<file path="config.mk">
export PLATFORM = sky130hd
export DESIGN_NAME = command_fifo_status_fsm
export DESIGN_NICKNAME = d
export VERILOG_FILES = /design/src/core/cmd_fifo_pkg.sv /design/src/core/rsp_buf_if.sv /design/src/core/idle_timer.sv /design/src/core/response_buffer.sv /design/src/core/command_fifo_status_fsm.sv
export VERILOG_INCLUDE_DIRS = /design/src /design/src/core
export SDC_FILE = /design/constraint.sdc
export NUM_CORES = 1
export LEC_CHECK = 0
export BUFFER_PORTS_ARGS = -buffer_cell sky130_fd_sc_hd__buf_2
export CORE_ASPECT_RATIO = 0.75
export CORE_MARGIN = 4
export CORE_UTILIZATION = 62
export CTS_CLUSTER_DIAMETER = 100
export DETAILED_ROUTE_END_ITERATION = 10
export GPL_ROUTABILITY_DRIVEN = 0
export PLACE_DENSITY_LB_ADDON = 0.2
export SKIP_LAST_GASP = 1
export SLEW_MARGIN = 20
export SYNTH_ARGS = -nofsm -noshare
export SYNTH_HDL_FRONTEND = slang
export SYNTH_SLANG_ARGS = --single-unit
export TNS_END_PERCENT = 100
</file>
<file path="constraint.sdc">
create_clock -name clk -period 4.2 [get_ports clk]
set_input_delay 0.21 -clock clk [delete_from_list [all_inputs] [get_ports clk]]
set_output_delay 0.21 -clock clk [all_outputs]
set_load 0.02 [all_outputs]
</file>
<file path="src/core/cmd_fifo_cfg.svh">
// Constants for the command/response port status state machine
// Operation
// - Ready plus first byte enters Reception, expect set
// - Ready read returns FFh, nothing changes
// - Resend in Reception changes nothing
// - Execute while expecting bytes is ignored
// - Ready request mid-command aborts to Idle
// - Non-final bytes accepted, expect stays one
// - Final byte clears expect, stays in Reception
// - Reads without available response return FFh
// - Unexpected data writes are dropped
// - Execute with expect zero starts Execution
// - Ready request after full command returns Idle
// - Finished command enters Completion, sets available
// - Execute or resend during Execution ignored
// - Ready request during Execution aborts to Idle
// - Data writes during Execution are discarded
// - Resend in Completion rewinds pointer, sets available
// - Completion reads stream bytes; last clears available
// - Execute in Completion changes nothing
// - Completion writes leave response untouched
// - Ready request in Completion ends in Idle
// - Idle to Ready alone only before timeout
// - Ready request in Idle enters Ready
// - Flags meaningful only while status valid
`ifndef CMD_FIFO_CFG_SVH
`define CMD_FIFO_CFG_SVH

// Byte lanes and idle read value
`define CF_DATA_W      8
`define CF_IDLE_BYTE   8'hFF
// Response store: depth in bytes and pointer/count width
`define CF_RSP_DEPTH   64
`define CF_PTR_W       6
`define CF_CNT_W       7
// Command header: size field occupies bytes 2..5, big endian
`define CF_BCNT_W      16
`define CF_SIZE_FIRST  16'h0002
`define CF_SIZE_LAST   16'h0005
`define CF_HDR_LEN     16'h0006
// Second standard timeout in ms, and clock rate in kHz
`define CF_TIMEOUT_B_MS 1000
`define CF_CLK_KHZ      40000

`endif

</file>
<file path="src/core/cmd_fifo_pkg.sv">
// Types shared by the status state machine and its helpers
package cmd_fifo_pkg;

  // Interface states as seen by host software
  typedef enum logic [2:0] {
    ST_IDLE,
    ST_READY,
    ST_RECEPTION,
    ST_EXECUTION,
    ST_COMPLETION
  } fsm_state_e;

endpackage : cmd_fifo_pkg

</file>
<file path="src/core/rsp_buf_if.sv">
// Carrier between the state machine and the response store
`timescale 1ns/10ps
`default_nettype none
`include "cmd_fifo_cfg.svh"
interface rsp_buf_if;
  logic                 wr;
  logic [`CF_DATA_W-1:0] wdata;
  logic                 rd;
  logic                 pop;
  logic                 rewind;
  logic                 clear;
  logic [`CF_DATA_W-1:0] rdata;
  logic                 last;

  modport ctrl  (output wr, wdata, rd, pop, rewind, clear, input  rdata, last);
  modport store (input  wr, wdata, rd, pop, rewind, clear, output rdata, last);
endinterface : rsp_buf_if
`default_nettype wire

</file>
<file path="src/core/idle_timer.sv">
// Measures time spent in Idle against the second standard timeout
`timescale 1ns/10ps
`default_nettype none
module idle_timer #(
  parameter int unsigned LIMIT = 1
)(
  // Clock, reset, enable
  input  wire logic clk,
  input  wire logic nrst,
  input  wire logic ce,
  // Idle indication and result
  input  wire logic in_idle,
  output logic      expired
);
  logic [31:0] cnt_r;

  // Saturates so a long stay in Idle never wraps back below the limit
  assign expired = (cnt_r >= LIMIT);

  // Restart on every entry into Idle
  always_ff @(posedge clk or negedge nrst)
  begin
    if (!nrst)
      cnt_r <= 32'h0000_0000;
    else if (ce)
    begin
      if (!in_idle)
        cnt_r <= 32'h0000_0000;
      else if (!expired)
        cnt_r <= cnt_r + 32'h0000_0001;
    end
  end
endmodule : idle_timer
`default_nettype wire

</file>
<file path="src/core/response_buffer.sv">
// Response byte store with host read pointer
`timescale 1ns/10ps
`default_nettype none
`include "cmd_fifo_cfg.svh"
module response_buffer (
  // Clock, reset, enable
  input  wire logic clk,
  input  wire logic nrst,
  input  wire logic ce,
  // Control from the state machine
  rsp_buf_if.store  bus
);
  logic [`CF_DATA_W-1:0] mem [0:`CF_RSP_DEPTH-1];
  logic [`CF_CNT_W-1:0]  wr_cnt_r;
  logic [`CF_CNT_W-1:0]  rd_ptr_r;
  logic [`CF_DATA_W-1:0] rdata_r;
  wire                   full;
  wire  [`CF_CNT_W-1:0]  rd_next;
  wire                   wr_ok;

  // Bytes beyond the depth are dropped; the host sees a short response
  assign full      = (wr_cnt_r == `CF_CNT_W'(`CF_RSP_DEPTH));
  assign wr_ok     = bus.wr & ~full;
  assign rd_next   = rd_ptr_r + 7'h01;
  assign bus.last  = (rd_next >= wr_cnt_r);
  assign bus.rdata = rdata_r;

  // Storage needs no reset
  always_ff @(posedge clk)
  begin
    if (ce && wr_ok)
      mem[wr_cnt_r[`CF_PTR_W-1:0]] <= bus.wdata;
  end

  // Pointers; rewind outranks a read in the same cycle
  always_ff @(posedge clk or negedge nrst)
  begin
    if (!nrst)
    begin
      wr_cnt_r <= 7'h00;
      rd_ptr_r <= 7'h00;
    end
    else if (ce)
    begin
      if (bus.clear)
      begin
        wr_cnt_r <= 7'h00;
        rd_ptr_r <= 7'h00;
      end
      else
      begin
        if (wr_ok)
          wr_cnt_r <= wr_cnt_r + 7'h01;
        if (bus.rewind)
          rd_ptr_r <= 7'h00;
        else if (bus.pop)
          rd_ptr_r <= rd_next;
      end
    end
  end

  // Every data read updates the output byte: response or FFh
  always_ff @(posedge clk or negedge nrst)
  begin
    if (!nrst)
      rdata_r <= `CF_IDLE_BYTE;
    else if (ce && bus.rd)
      rdata_r <= bus.pop ? mem[rd_ptr_r[`CF_PTR_W-1:0]] : `CF_IDLE_BYTE;
  end
endmodule : response_buffer
`default_nettype wire

</file>
<file path="src/core/command_fifo_status_fsm.sv">
// Status state machine of the byte-wide command/response port
`timescale 1ns/10ps
`default_nettype none
`include "cmd_fifo_cfg.svh"
module command_fifo_status_fsm #(
  parameter int unsigned TIMEOUT_B_CYC = `CF_TIMEOUT_B_MS * `CF_CLK_KHZ
)(
  // Clock, reset, enable
  input  wire logic                   clk,
  input  wire logic                   nrst,
  input  wire logic                   ce,
  // Status port write and its strobe fields
  input  wire logic                   sts_wr,
  input  wire logic                   ready_request_strobe,
  input  wire logic                   execute_strobe,
  input  wire logic                   resend_response_strobe,
  // Data port
  input  wire logic                   data_wr,
  input  wire logic [`CF_DATA_W-1:0]  data_wdata,
  input  wire logic                   data_rd,
  output logic      [`CF_DATA_W-1:0]  data_rdata,
  // Status flags
  output logic                        ready_request_flag,
  output logic                        response_available_flag,
  output logic                        expect_flag,
  output logic                        status_valid_flag,
  output cmd_fifo_pkg::fsm_state_e    fsm_state,
  // Configuration
  input  wire logic                   auto_ready_en,
  // Command engine side
  output logic                        cmd_byte_valid,
  output logic      [`CF_DATA_W-1:0]  cmd_byte,
  output logic                        exec_start,
  output logic                        exec_abort,
  input  wire logic                   exec_done,
  input  wire logic                   rsp_wr,
  input  wire logic [`CF_DATA_W-1:0]  rsp_wdata
);

  // State and flags
  cmd_fifo_pkg::fsm_state_e state_r;
  cmd_fifo_pkg::fsm_state_e state_nxt;
  logic                     ready_r;
  logic                     ready_nxt;
  logic                     avail_r;
  logic                     avail_nxt;
  logic                     expect_r;
  logic                     expect_nxt;
  logic                     valid_r;

  // Command byte tracking
  logic [`CF_BCNT_W-1:0]    bcnt_r;
  logic [`CF_BCNT_W-1:0]    bcnt_nxt;
  logic [31:0]              size_r;
  logic [31:0]              size_nxt;

  // Engine handshakes and forwarded bytes
  logic                     start_nxt;
  logic                     abort_nxt;
  logic                     start_r;
  logic                     abort_r;
  logic                     cbv_r;
  logic [`CF_DATA_W-1:0]    cb_r;

  // Response store controls
  logic                     rewind_nxt;
  logic                     idle_expired;

  rsp_buf_if rbus ();

  // State decode
  wire in_idle = (state_r == cmd_fifo_pkg::ST_IDLE);
  wire in_rdy  = (state_r == cmd_fifo_pkg::ST_READY);
  wire in_recv = (state_r == cmd_fifo_pkg::ST_RECEPTION);
  wire in_exec = (state_r == cmd_fifo_pkg::ST_EXECUTION);
  wire in_cmpl = (state_r == cmd_fifo_pkg::ST_COMPLETION);

  // Strobe decode; with several fields set, ready request wins, then execute
  wire rr_req = sts_wr & ready_request_strobe;
  wire go_req = sts_wr & ~ready_request_strobe & execute_strobe;
  wire rt_req = sts_wr & ~ready_request_strobe & ~execute_strobe & resend_response_strobe;

  // A data write counts only in Ready or while bytes are expected
  wire first_take = data_wr & in_rdy;
  wire more_take  = data_wr & in_recv & expect_r & ~rr_req;
  wire rx_take    = first_take | more_take;

  // Reads pop the store only while a response is available
  wire rd_pop = data_rd & in_cmpl & avail_r & ~rt_req & ~rr_req;

  // Size field assembly from header bytes 2..5
  wire                  in_size = (bcnt_r >= `CF_SIZE_FIRST) & (bcnt_r <= `CF_SIZE_LAST);
  wire [31:0]           size_sh = {size_r[23:0], data_wdata};
  wire [31:0]           size_now = in_size ? size_sh : size_r;
  wire [`CF_BCNT_W-1:0] bcnt_inc = bcnt_r + 16'h0001;
  // The byte that both completes the header and reaches the size ends the command
  wire last_byte = (bcnt_inc >= `CF_HDR_LEN) & ({16'h0000, bcnt_inc} >= size_now);

  // Auto entry to Ready, allowed only before the timeout elapses
  wire auto_rdy = auto_ready_en & ~idle_expired;

  // Next state and flags
  always_comb
  begin
    state_nxt  = state_r;
    ready_nxt  = ready_r;
    avail_nxt  = avail_r;
    expect_nxt = expect_r;
    bcnt_nxt   = bcnt_r;
    size_nxt   = size_r;
    start_nxt  = 1'b0;
    abort_nxt  = 1'b0;
    rewind_nxt = 1'b0;
    case (state_r)
      cmd_fifo_pkg::ST_IDLE:
      begin
        // Data writes are dropped and reads give FFh here
        if (rr_req || auto_rdy)
        begin
          state_nxt  = cmd_fifo_pkg::ST_READY;
          ready_nxt  = 1'b1;
          avail_nxt  = 1'b0;
          expect_nxt = 1'b0;
        end
      end
      cmd_fifo_pkg::ST_READY:
      begin
        // Strobes and reads leave Ready as it is
        if (first_take)
        begin
          state_nxt  = cmd_fifo_pkg::ST_RECEPTION;
          ready_nxt  = 1'b0;
          expect_nxt = 1'b1;
          bcnt_nxt   = 16'h0001;
          size_nxt   = 32'h0000_0000;
        end
      end
      cmd_fifo_pkg::ST_RECEPTION:
      begin
        if (rr_req)
        begin
          state_nxt  = cmd_fifo_pkg::ST_IDLE;
          ready_nxt  = 1'b0;
          avail_nxt  = 1'b0;
          expect_nxt = 1'b0;
          abort_nxt  = 1'b1;
        end
        else if (go_req && !expect_r)
        begin
          state_nxt  = cmd_fifo_pkg::ST_EXECUTION;
          ready_nxt  = 1'b0;
          avail_nxt  = 1'b0;
          expect_nxt = 1'b0;
          start_nxt  = 1'b1;
        end
        else if (more_take)
        begin
          bcnt_nxt   = bcnt_inc;
          size_nxt   = size_now;
          expect_nxt = ~last_byte;
        end
        // Resend, execute while expecting, late writes: no change
      end
      cmd_fifo_pkg::ST_EXECUTION:
      begin
        // Abort outranks a completion arriving in the same cycle
        if (rr_req)
        begin
          state_nxt  = cmd_fifo_pkg::ST_IDLE;
          ready_nxt  = 1'b0;
          avail_nxt  = 1'b0;
          expect_nxt = 1'b0;
          abort_nxt  = 1'b1;
        end
        else if (exec_done)
        begin
          state_nxt  = cmd_fifo_pkg::ST_COMPLETION;
          avail_nxt  = 1'b1;
        end
        // Execute, resend and data writes are ignored
      end
      cmd_fifo_pkg::ST_COMPLETION:
      begin
        if (rr_req)
        begin
          state_nxt  = cmd_fifo_pkg::ST_IDLE;
          ready_nxt  = 1'b0;
          avail_nxt  = 1'b0;
          expect_nxt = 1'b0;
        end
        else if (rt_req)
        begin
          avail_nxt  = 1'b1;
          rewind_nxt = 1'b1;
        end
        else if (rd_pop && rbus.last)
          avail_nxt  = 1'b0;
        // Execute and data writes leave the response alone
      end
      default:
      begin
        state_nxt  = cmd_fifo_pkg::ST_IDLE;
        ready_nxt  = 1'b0;
        avail_nxt  = 1'b0;
        expect_nxt = 1'b0;
      end
    endcase
  end

  // State register
  always_ff @(posedge clk or negedge nrst)
  begin
    if (!nrst)
      state_r <= cmd_fifo_pkg::ST_IDLE;
    else if (ce)
      state_r <= state_nxt;
  end

  // Flag registers
  always_ff @(posedge clk or negedge nrst)
  begin
    if (!nrst)
    begin
      ready_r  <= 1'b0;
      avail_r  <= 1'b0;
      expect_r <= 1'b0;
    end
    else if (ce)
    begin
      ready_r  <= ready_nxt;
      avail_r  <= avail_nxt;
      expect_r <= expect_nxt;
    end
  end

  // Byte count and captured size
  always_ff @(posedge clk or negedge nrst)
  begin
    if (!nrst)
    begin
      bcnt_r <= 16'h0000;
      size_r <= 32'h0000_0000;
    end
    else if (ce)
    begin
      bcnt_r <= bcnt_nxt;
      size_r <= size_nxt;
    end
  end

  // Flags settle one cycle after any access or completion
  always_ff @(posedge clk or negedge nrst)
  begin
    if (!nrst)
      valid_r <= 1'b0;
    else if (ce)
      valid_r <= ~(sts_wr | data_wr | data_rd | exec_done);
  end

  // Engine pulses, registered so they line up with the new state
  always_ff @(posedge clk or negedge nrst)
  begin
    if (!nrst)
    begin
      start_r <= 1'b0;
      abort_r <= 1'b0;
    end
    else if (ce)
    begin
      start_r <= start_nxt;
      abort_r <= abort_nxt;
    end
  end

  // Accepted command bytes go to the engine one cycle later
  always_ff @(posedge clk or negedge nrst)
  begin
    if (!nrst)
    begin
      cbv_r <= 1'b0;
      cb_r  <= 8'h00;
    end
    else if (ce)
    begin
      cbv_r <= rx_take;
      if (rx_take)
        cb_r <= data_wdata;
    end
  end

  // Response store wiring; it is emptied when a new command starts
  assign rbus.wr     = rsp_wr & in_exec;
  assign rbus.wdata  = rsp_wdata;
  assign rbus.rd     = data_rd;
  assign rbus.pop    = rd_pop;
  assign rbus.rewind = rewind_nxt;
  assign rbus.clear  = start_nxt;

  response_buffer u_rsp (
    .clk  (clk),
    .nrst (nrst),
    .ce   (ce),
    .bus  (rbus.store)
  );

  idle_timer #(
    .LIMIT (TIMEOUT_B_CYC)
  ) u_idle (
    .clk     (clk),
    .nrst    (nrst),
    .ce      (ce),
    .in_idle (in_idle),
    .expired (idle_expired)
  );

  // Outputs
  assign data_rdata              = rbus.rdata;
  assign ready_request_flag      = ready_r;
  assign response_available_flag = avail_r;
  assign expect_flag             = expect_r;
  assign status_valid_flag       = valid_r;
  assign fsm_state               = state_r;
  assign cmd_byte_valid          = cbv_r;
  assign cmd_byte                = cb_r;
  assign exec_start              = start_r;
  assign exec_abort              = abort_r;

endmodule : command_fifo_status_fsm
`default_nettype wire

</file>
==> results of run 1 <==
[metal layers]
metal | GRT usage, % | part of all wire, % | vias up
li1 | - | - | 6406
met1 | 39.0 | 43 | 7558
met2 | 37.1 | 45 | 636
met3 | 6.41 | 9.3 | 115
met4 | 6.13 | 2.4 | 2
met5 | 0 | 0.030 | -
[what timing repair did]
action                                  CTS  global route
endpoints found under the setup margin    0             0
hold buffers                             11             0
hold endpoints to repair                127             0
[cells in the final DEF, fill, tap and decap left out, types with 34 or more instances in the layout]
cell         n
dfrtp_1    109
nand2_1     68
nor2b_1     34
nor2_1     129
xnor2_1     34
nand3_1     37
edfxtp_1   512
o21ai_0     57
mux4_2     136
buf_2       46
clkbuf_16   58
[path summary, 6_finish.rpt]
| path | startpoint | to | slack [ps] | cells past startpoint |
|---|---|---|---|---|
| min in group asynchronous | nrst | u_idle.cnt_r[20]$_DFFE_PN0P_ | 500 | 3 |
| min reg2reg | ready_request_flag$_DFFE_PN0P_ | ready_request_flag$_DFFE_PN0P_ | 490 | 1 |
| max in group asynchronous | nrst | u_idle.cnt_r[11]$_DFFE_PN0P_ | 2610 | 4 |
| max | bcnt_r[2]$_DFFE_PN0P_ | expect_flag$_DFFE_PN0P_ | 650 | 10 |
| max reg2reg | bcnt_r[2]$_DFFE_PN0P_ | expect_flag$_DFFE_PN0P_ | 650 | 10 |
| min | ce | u_idle.cnt_r[0]$_DFFE_PN0P_ | 40 | 3 |
[power by group through the flow]
stage,Sequential (W),Clock (W),Combinational [W]
2_1_floorplan,0.00724,0,0.00122
3_3_place_gp,0.00722,0,0.00185
3_5_place_dp,0.00723,0,0.00188
4_1_cts,0.00710,0.00515,0.00191
5_1_grt,0.00712,0.00545,0.00206
6_report,0.00710,0.00509,0.00191
[through the flow]
step | hold slack, ps | instances | worst slack, ps | power, W | util [%]
floorplan | -85.6 | 1600 | 1050 | 0.00846 | -
global placement | 71.9 | 2151 | 870 | 0.00907 | 64.9
detailed placement | 72.5 | 2151 | 763 | 0.00911 | 64.9
CTS | 19.8 | 2269 | 667 | 0.0142 | 69.5
global route | 58.3 | 2269 | 303 | 0.0146 | 69.6
finish | 39.3 | 2269 | 650 | 0.0141 | 69.6
[flip-flops by register name, summed over array words and instances, names as in the netlist, 3 cells and up]
| signal | cells |
|---|---|
| fsm_state | 3 |
| size_r | 32 |
| u_rsp.wr_cnt_r | 7 |
| u_rsp.rd_ptr_r | 7 |
| bcnt_r | 16 |
| u_rsp.mem | 512 |
| cmd_byte | 8 |
| u_rsp.bus.rdata | 8 |
| u_idle.cnt_r | 32 |
[cell type report]
type	instances	area [um^2]
sequential	632	18400
fill	2763	12800
multi-input combinational	850	7660
clock buffer	70	1500
tap	569	712
timing repair buffer	82	603
clock inverter	37	323
inverter	29	109
[kinds of logic (layout without fill, tap and decap cells)]
kind of cell	count (synthesis)	after routing	share of synthesized area, %
flip-flops	632	632	69.4
XOR/XNOR	39	39	1.29
multiplexers	190	190	13.8
buffers and inverters	118	218	1.75
adder cells (fa/ha/maj)	33	33	1.56
AO/OA/AOI/OAI	204	204	5.10
AND/OR/NAND/NOR	384	384	7.16
[worst min-delay path: stages]
cell and delay (ps):
buf_2 200, nand4_1 120, nand2_1 50
==> reports/qor.csv, run 1 <==
stage,metric,value,unit
status,status,"complete, no violations",
clock_network,cts.sinks,632,
route,vias_per_cell,6.49,
route,drc,0,
floorplanning,rows,65,
route,first_iter_violations,1730,
worst_setup_path,critPathMostFrequentCell,nand3_1,
global_routing,grt_start_max_net_pins,109,
synthesis,ys.flop_type,edfxtp_1,
finish,drive_above_1_share,19.9,%
worst_setup_path,slowest_stage,nor4_1,
worst_setup_path,required,4730,ps
clock_network,clk_pin_slew,60,ps
worst_setup_path,path_cells,nand3_1 > nor4_1 > nand3_1 > xnor2_1 > ha_1 > a2111oi_0 > o21ai_0 > o2111ai_1 > o21bai_1 > a21oi_1,
sta,final_max_slew_viol_count,0,
finish,diodes,0,
floorplanning,die-height,187,um
synthesis,synth_top_cells_by_count,"512 x edfxtp_1, 136 x mux4_2, 129 x nor2_1",
sta,finalCritPeriodShare,84.5,%
placement,dp_hpwl,34700,um
clock_network,cts_setup_buffers,0,
sta,slew_headroom,25.8,%
power,powerDensity,481,mW/mm^2
power,combPwrFrac,13.5,%
power,seqPwrFrac,50.4,%
synthesis,synth_seq_area_share,69.4,%
route,dr.pass1.iters,6,
sta,finalSetupViolations,0,
clock_network,cts_tree,built,
finish,design_area,0.0293,mm^2
placement,io_buffer_count,53,
worst_setup_path,worst-setup-path-type,flip-flop to flip-flop,
sta,min_period,3550,ps
synthesis,synthCells,1600,
worst_setup_path,path_max_fanout,12,
worst_setup_path,crit_family,simple AND/OR/NAND/NOR gates,
synthesis,yosysTopAreaCell,edfxtp_1,
clock_network,cts_buffer_depth,3,
route,routed_wl,57400,um
floorplanning,die_x,247,um
power,power_switching,0.00357,W
global_routing,grt_use_total,25.3,%
synthesis,synth_edf_count,512,
finish,area_delta_synth_final,10.6,%
worst_setup_path,worstSetupEndpointType,flip-flop,
clock_network,cts_root_buf,clkbuf_16,
floorplanning,coreArea,0.0421,mm^2
synthesis,synth_top_cells_by_area,"edfxtp_1 58%, mux4_2 12%, dfrtp_1 11%",
global_routing,antenna_found_initial,1,
min_path,min-delay-path-class,primary input to flip-flop,
sta,finalHoldViolCount,0,
worst_setup_path,cp_num_buf_inv,0,
power,p_int,0.0105,W
synthesis,synth_cell_types,60,
synthesis,ys_seq_elements,632,
power,sw_frac_of_total,25.4,%
synthesis,post-synth-top-count-cell,edfxtp_1,
power,p_leak,9.69,nW
synthesis,post_synth_instance_area,0.0265,mm^2
power,ir_drop,0.420,mV
finish,nets,1713,
clock_network,cts_resized,0,
floorplanning,dieArea,0.0462,mm^2
synthesis,yosys_warnings,0,
synthesis,synthArstFlopShare,19.0,%
worst_setup_path,critPathArrivalTime,4080,ps
route,wl_per_cell,25.3,um
sta,finalSetupTns,0,ps
synthesis,synth_area_per_cell,16.6,um^2
route,dr_total_vias,14717,
clock_network,htree_levels,2,
worst_setup_path,max_stage_delay,610,ps
route,ant_nets,0,
global_routing,grt_pass1_vias,14595,
clock_network,numCtsBuffers,57,
sta,worst_pin_slew,1110,ps
floorplanning,initial_core_util,62.9,%
floorplanning,io-pin-count,54,
sta,max_freq,282,MHz
synthesis,syn_nets,1661,
sta,rsz0062_at_grt,no,
clock_network,clk_latency,610,ps
global_routing,grt-ovfl-total,0,
sta,fin_skew,22.5,ps
run,maxCapViolCount,0,
worst_setup_path,cp-start-kind,flip-flop,
power,clockPowerShare,36.1,%
synthesis,synth_top_area_share,58.0,%
global_routing,grt_pass1_wl,88700,um
placement,place_area,0.0274,mm^2
Power figures use the tool's default switching activity.
==> run 2: changes to the inputs <==
Settings changed: ABC_AREA set to 1, CORE_UTILIZATION 62 to 63.
Clock period 4.2 ns to 3.6 ns, I/O delays scaled along.
==> run 2 against run 1 <==
Against the previous run: cell count rose by 37%; critical path depth is 9 higher; count of clock-buffer cells in the layout increased by 6; non-clock buffer count up 33; total power increased by 67%; clock skew down 8.6 ps; combinational power grew to 4.5 times the previous value; sequential power increased by 22%; clock power up 23%; critical path type unchanged; critical endpoint unchanged.
==> reports/qor.csv, run 2 <==
stage,metric,value,unit,change
clock_network,htree_levels,2,,unchanged
synthesis,synthCells,2438,,was 1600
sta,final_max_slew_viol_count,0,,unchanged
route,ant_nets,0,,unchanged
global_routing,grt_pass1_vias,18526,,was 14595
floorplanning,coreArea,0.0434,mm^2,was 0.0421 mm^2
worst_setup_path,timing.rr.start,bcnt_r[0]$_DFFE_PN0P_,,was bcnt_r[2]$_DFFE_PN0P_
synthesis,synth_area_per_cell,11.3,um^2,was 16.6 um^2
route,vias_per_cell,6.35,,was 6.49
global_routing,grt_pass1_wl,107000,um,was 88700 um
power,combPwrFrac,36.6,%,was 13.5%
route,dr.pass1.iters,7,,was 6
worst_setup_path,slowest_stage,dfrtp_1,,was nor4_1
synthesis,synth_top_cells_by_area,"edfxtp_1 56%, dfrtp_1 10%, nor2_1 5.5%",,"was edfxtp_1 58%, mux4_2 12%, dfrtp_1 11%"
clock_network,cts_resized,0,,unchanged
worst_setup_path,critPathArrivalTime,3660,ps,was 4080 ps
synthesis,synth_top_area_share,55.7,%,was 58.0%
clock_network,cts.sinks,632,,unchanged
sta,worst_pin_slew,1000,ps,was 1110 ps
worst_setup_path,critPathMostFrequentCell,nand2_1,,was nand3_1
worst_setup_path,worstSetupEndpointType,flip-flop,,unchanged
sta,min_period,3130,ps,was 3550 ps
synthesis,synth_edf_count,512,,unchanged
sta,finalCritPeriodShare,86.9,%,was 84.5%
sta,rsz0062_at_grt,no,,unchanged
floorplanning,io-pin-count,54,,unchanged
synthesis,synth_seq_area_share,66.6,%,was 69.4%
finish,nets,2533,,was 1713
status,status,"complete, no violations",,unchanged
clock_network,clk_pin_slew,60,ps,about the same
clock_network,cts_buffer_depth,3,,unchanged
floorplanning,rows,66,,was 65
run,maxCapViolCount,0,,unchanged
power,seqPwrFrac,36.9,%,was 50.4%
floorplanning,die_x,250,um,was 247 um
sta,finalSetupViolations,0,,unchanged
placement,io_buffer_count,53,,unchanged
finish,final_cell_mix,"512 x edfxtp_1, 403 x nor2_1, 238 x o21ai_0",,"was 512 x edfxtp_1, 136 x mux4_2, 129 x nor2_1"
floorplanning,dieArea,0.0473,mm^2,was 0.0462 mm^2
placement,dp_hpwl,41700,um,was 34700 um
synthesis,syn_nets,2499,,was 1661
placement,dp_cells,2978,,was 2151
worst_setup_path,cp-start-kind,flip-flop,,unchanged
worst_setup_path,critPathLaunch,bcnt_r[0]$_DFFE_PN0P_,,was bcnt_r[2]$_DFFE_PN0P_
clock_network,cts_root_buf,clkbuf_16,,unchanged
global_routing,grt_start_max_net_pins,162,,was 109
clock_network,cts_tree,built,,unchanged
finish,instances_no_fill,3100,,was 2269
route,first_iter_violations,2757,,was 1730
finish,largest_register_ffs,512,,unchanged
power,clockPowerShare,26.5,%,was 36.1%
synthesis,post_synth_instance_area,0.0276,mm^2,was 0.0265 mm^2
worst_setup_path,required,4140,ps,was 4730 ps
floorplanning,initial_core_util,63.7,%,was 62.9%
power,p_leak,10.8,nW,was 9.69 nW
global_routing,grt-ovfl-total,0,,unchanged
power,ir_drop,0.638,mV,was 0.420 mV
finish,area_delta_synth_final,9.58,%,was 10.6%
global_routing,antenna_found_initial,1,,unchanged
synthesis,post-synth-top-count-cell,edfxtp_1,,unchanged
worst_setup_path,worst-setup-path-type,flip-flop to flip-flop,,unchanged
sta,finalSetupTns,0,ps,unchanged
finish,drive_above_1_share,9.20,%,was 19.9%
min_path,min-delay-path-class,primary input to flip-flop,,unchanged
min_path,hp-start,data_rd,,was ce
power,sw_frac_of_total,38.6,%,was 25.4%
synthesis,yosysTopAreaCell,edfxtp_1,,unchanged
global_routing,grt_use_total,28.7,%,was 25.3%
worst_setup_path,path_cells,inv_1 > ha_1 > o21ai_0 > nand2_1 > buf_4 > nand3_1 > buf_4 > nand2_1 > o21ai_0 > ha_1 > inv_1 > nor3_1 > a211oi_1 > nand2_1 > nand2_1 > nand2_1 > nand3_1 > nand2_1 > a21oi_2,,was nand3_1 > nor4_1 > nand3_1 > xnor2_1 > ha_1 > a2111oi_0 > o21ai_0 > o2111ai_1 > o21bai_1 > a21oi_1
worst_setup_path,path_max_fanout,14,,was 12
sta,slew_headroom,33.1,%,was 25.8%
power,powerDensity,778,mW/mm^2,was 481 mW/mm^2
synthesis,yosys_warnings,0,,unchanged
floorplanning,die-height,189,um,was 187 um
power,p_int,0.0144,W,was 0.0105 W
worst_setup_path,max_stage_delay,460,ps,was 610 ps
clock_network,numCtsBuffers,58,,was 57
route,wl_per_cell,22.2,um,was 25.3 um
power,power_switching,0.00908,W,was 0.00357 W
clock_network,clk_latency,610,ps,about the same
synthesis,synth_cell_types,46,,was 60
synthesis,ys_seq_elements,632,,unchanged
route,dr_total_vias,19685,,was 14717
sta,fin_skew,13.9,ps,was 22.5 ps
finish,layout_commonest_cell,edfxtp_1,,unchanged
sta,finalHoldViolCount,0,,unchanged
route,drc,0,,unchanged
synthesis,synthArstFlopShare,19.0,%,unchanged
route,routed_wl,68900,um,was 57400 um
synthesis,synth_top_cells_by_count,"512 x edfxtp_1, 403 x nor2_1, 238 x o21ai_0",,"was 512 x edfxtp_1, 136 x mux4_2, 129 x nor2_1"
synthesis,ys.flop_type,edfxtp_1,,unchanged
sta,max_freq,320,MHz,was 282 MHz
run 2: routing by layer:
metal	up-vias	track usage, %	wire length (um)
met5	-	0	0
met4	0	8.49	2080
met3	169	5.80	7660
met2	1164	42.5	30500
met1	9455	43.8	28700
li1	8897	-	-
run 2: power groups by stage:
stage	clock network [W]	registers [W]	logic, W
6_report	0.00624	0.00867	0.00862
5_1_grt	0.00663	0.00870	0.00941
3_5_place_dp	0	0.00880	0.00831
3_3_place_gp	0	0.00877	0.00814
2_1_floorplan	0	0.00870	0.00612
4_1_cts	0.00629	0.00865	0.00841
run 2: through the flow:
| step | cell area [um^2] | hold WS, ps | util (%) | power, W | setup slack (ps) |
|---|---|---|---|---|---|
| finish | 30200 | 44.4 | 69.8 | 0.0235 | 473 |
| global route | 30200 | 81.5 | 69.8 | 0.0247 | 159 |
| CTS | 30200 | 16.9 | 69.8 | 0.0234 | 511 |
| detailed placement | 28200 | 314 | 65.1 | 0.0171 | 574 |
| global placement | 28200 | 300 | 65.1 | 0.0169 | 643 |
| floorplan | 27600 | -116 | - | 0.0148 | 890 |
run 2: layout make-up:
type / count / area, um^2
antenna: 1 / 2.50
clock buffer: 76 / 1530
clock inverter: 33 / 378
fill: 3057 / 13100
inverter: 164 / 622
multi-input combinational: 1501 / 7740
sequential: 632 / 18400
tap: 578 / 723
timing repair buffer: 115 / 851
run 2: timing repair:
action / 4_1_cts / 5_1_grt
endpoints found under the hold margin: 67 / 0
buffers inserted: 0 / 0
hold buffers: 12 / 0
run 2: cells by family (layout without fill, tap and decap cells):
kind of cell | count (synthesis) | in the layout | share of synthesized area (%)
buf+inv | 305 | 388 | 5.34
flops | 632 | 632 | 66.6
other cells | 0 | 1 | 0
compound gates | 568 | 568 | 12.3
xor+xnor | 23 | 23 | 0.730
simple gates | 877 | 877 | 13.5
fa+ha+maj | 33 | 33 | 1.50
run 2: final timing paths:
kind,slack [ps],cells after the start,end
hold / removal,40,5,u_rsp.bus.rdata[3]$_DFFE_PN1P_
min in group asynchronous,200,2,u_idle.cnt_r[7]$_DFFE_PN0P_
hold reg to reg,480,2,cmd_byte[6]$_DFFE_PN0P_
setup / recovery,470,19,expect_flag$_DFFE_PN0P_
setup reg to reg,470,19,expect_flag$_DFFE_PN0P_
max in group asynchronous,2520,3,bcnt_r[11]$_DFFE_PN0P_
run 2: worst max-delay path, delay by kind of cell (launching register included):
| family | cells | cell delay [ps] |
|---|---|---|
| and+or+nand+nor | 9 | 860 |
| DFF | 1 | 460 |
| buffers and inverters | 4 | 660 |
| adders and majority gates | 2 | 510 |
| AOI/OAI and AO/OA | 4 | 540 |
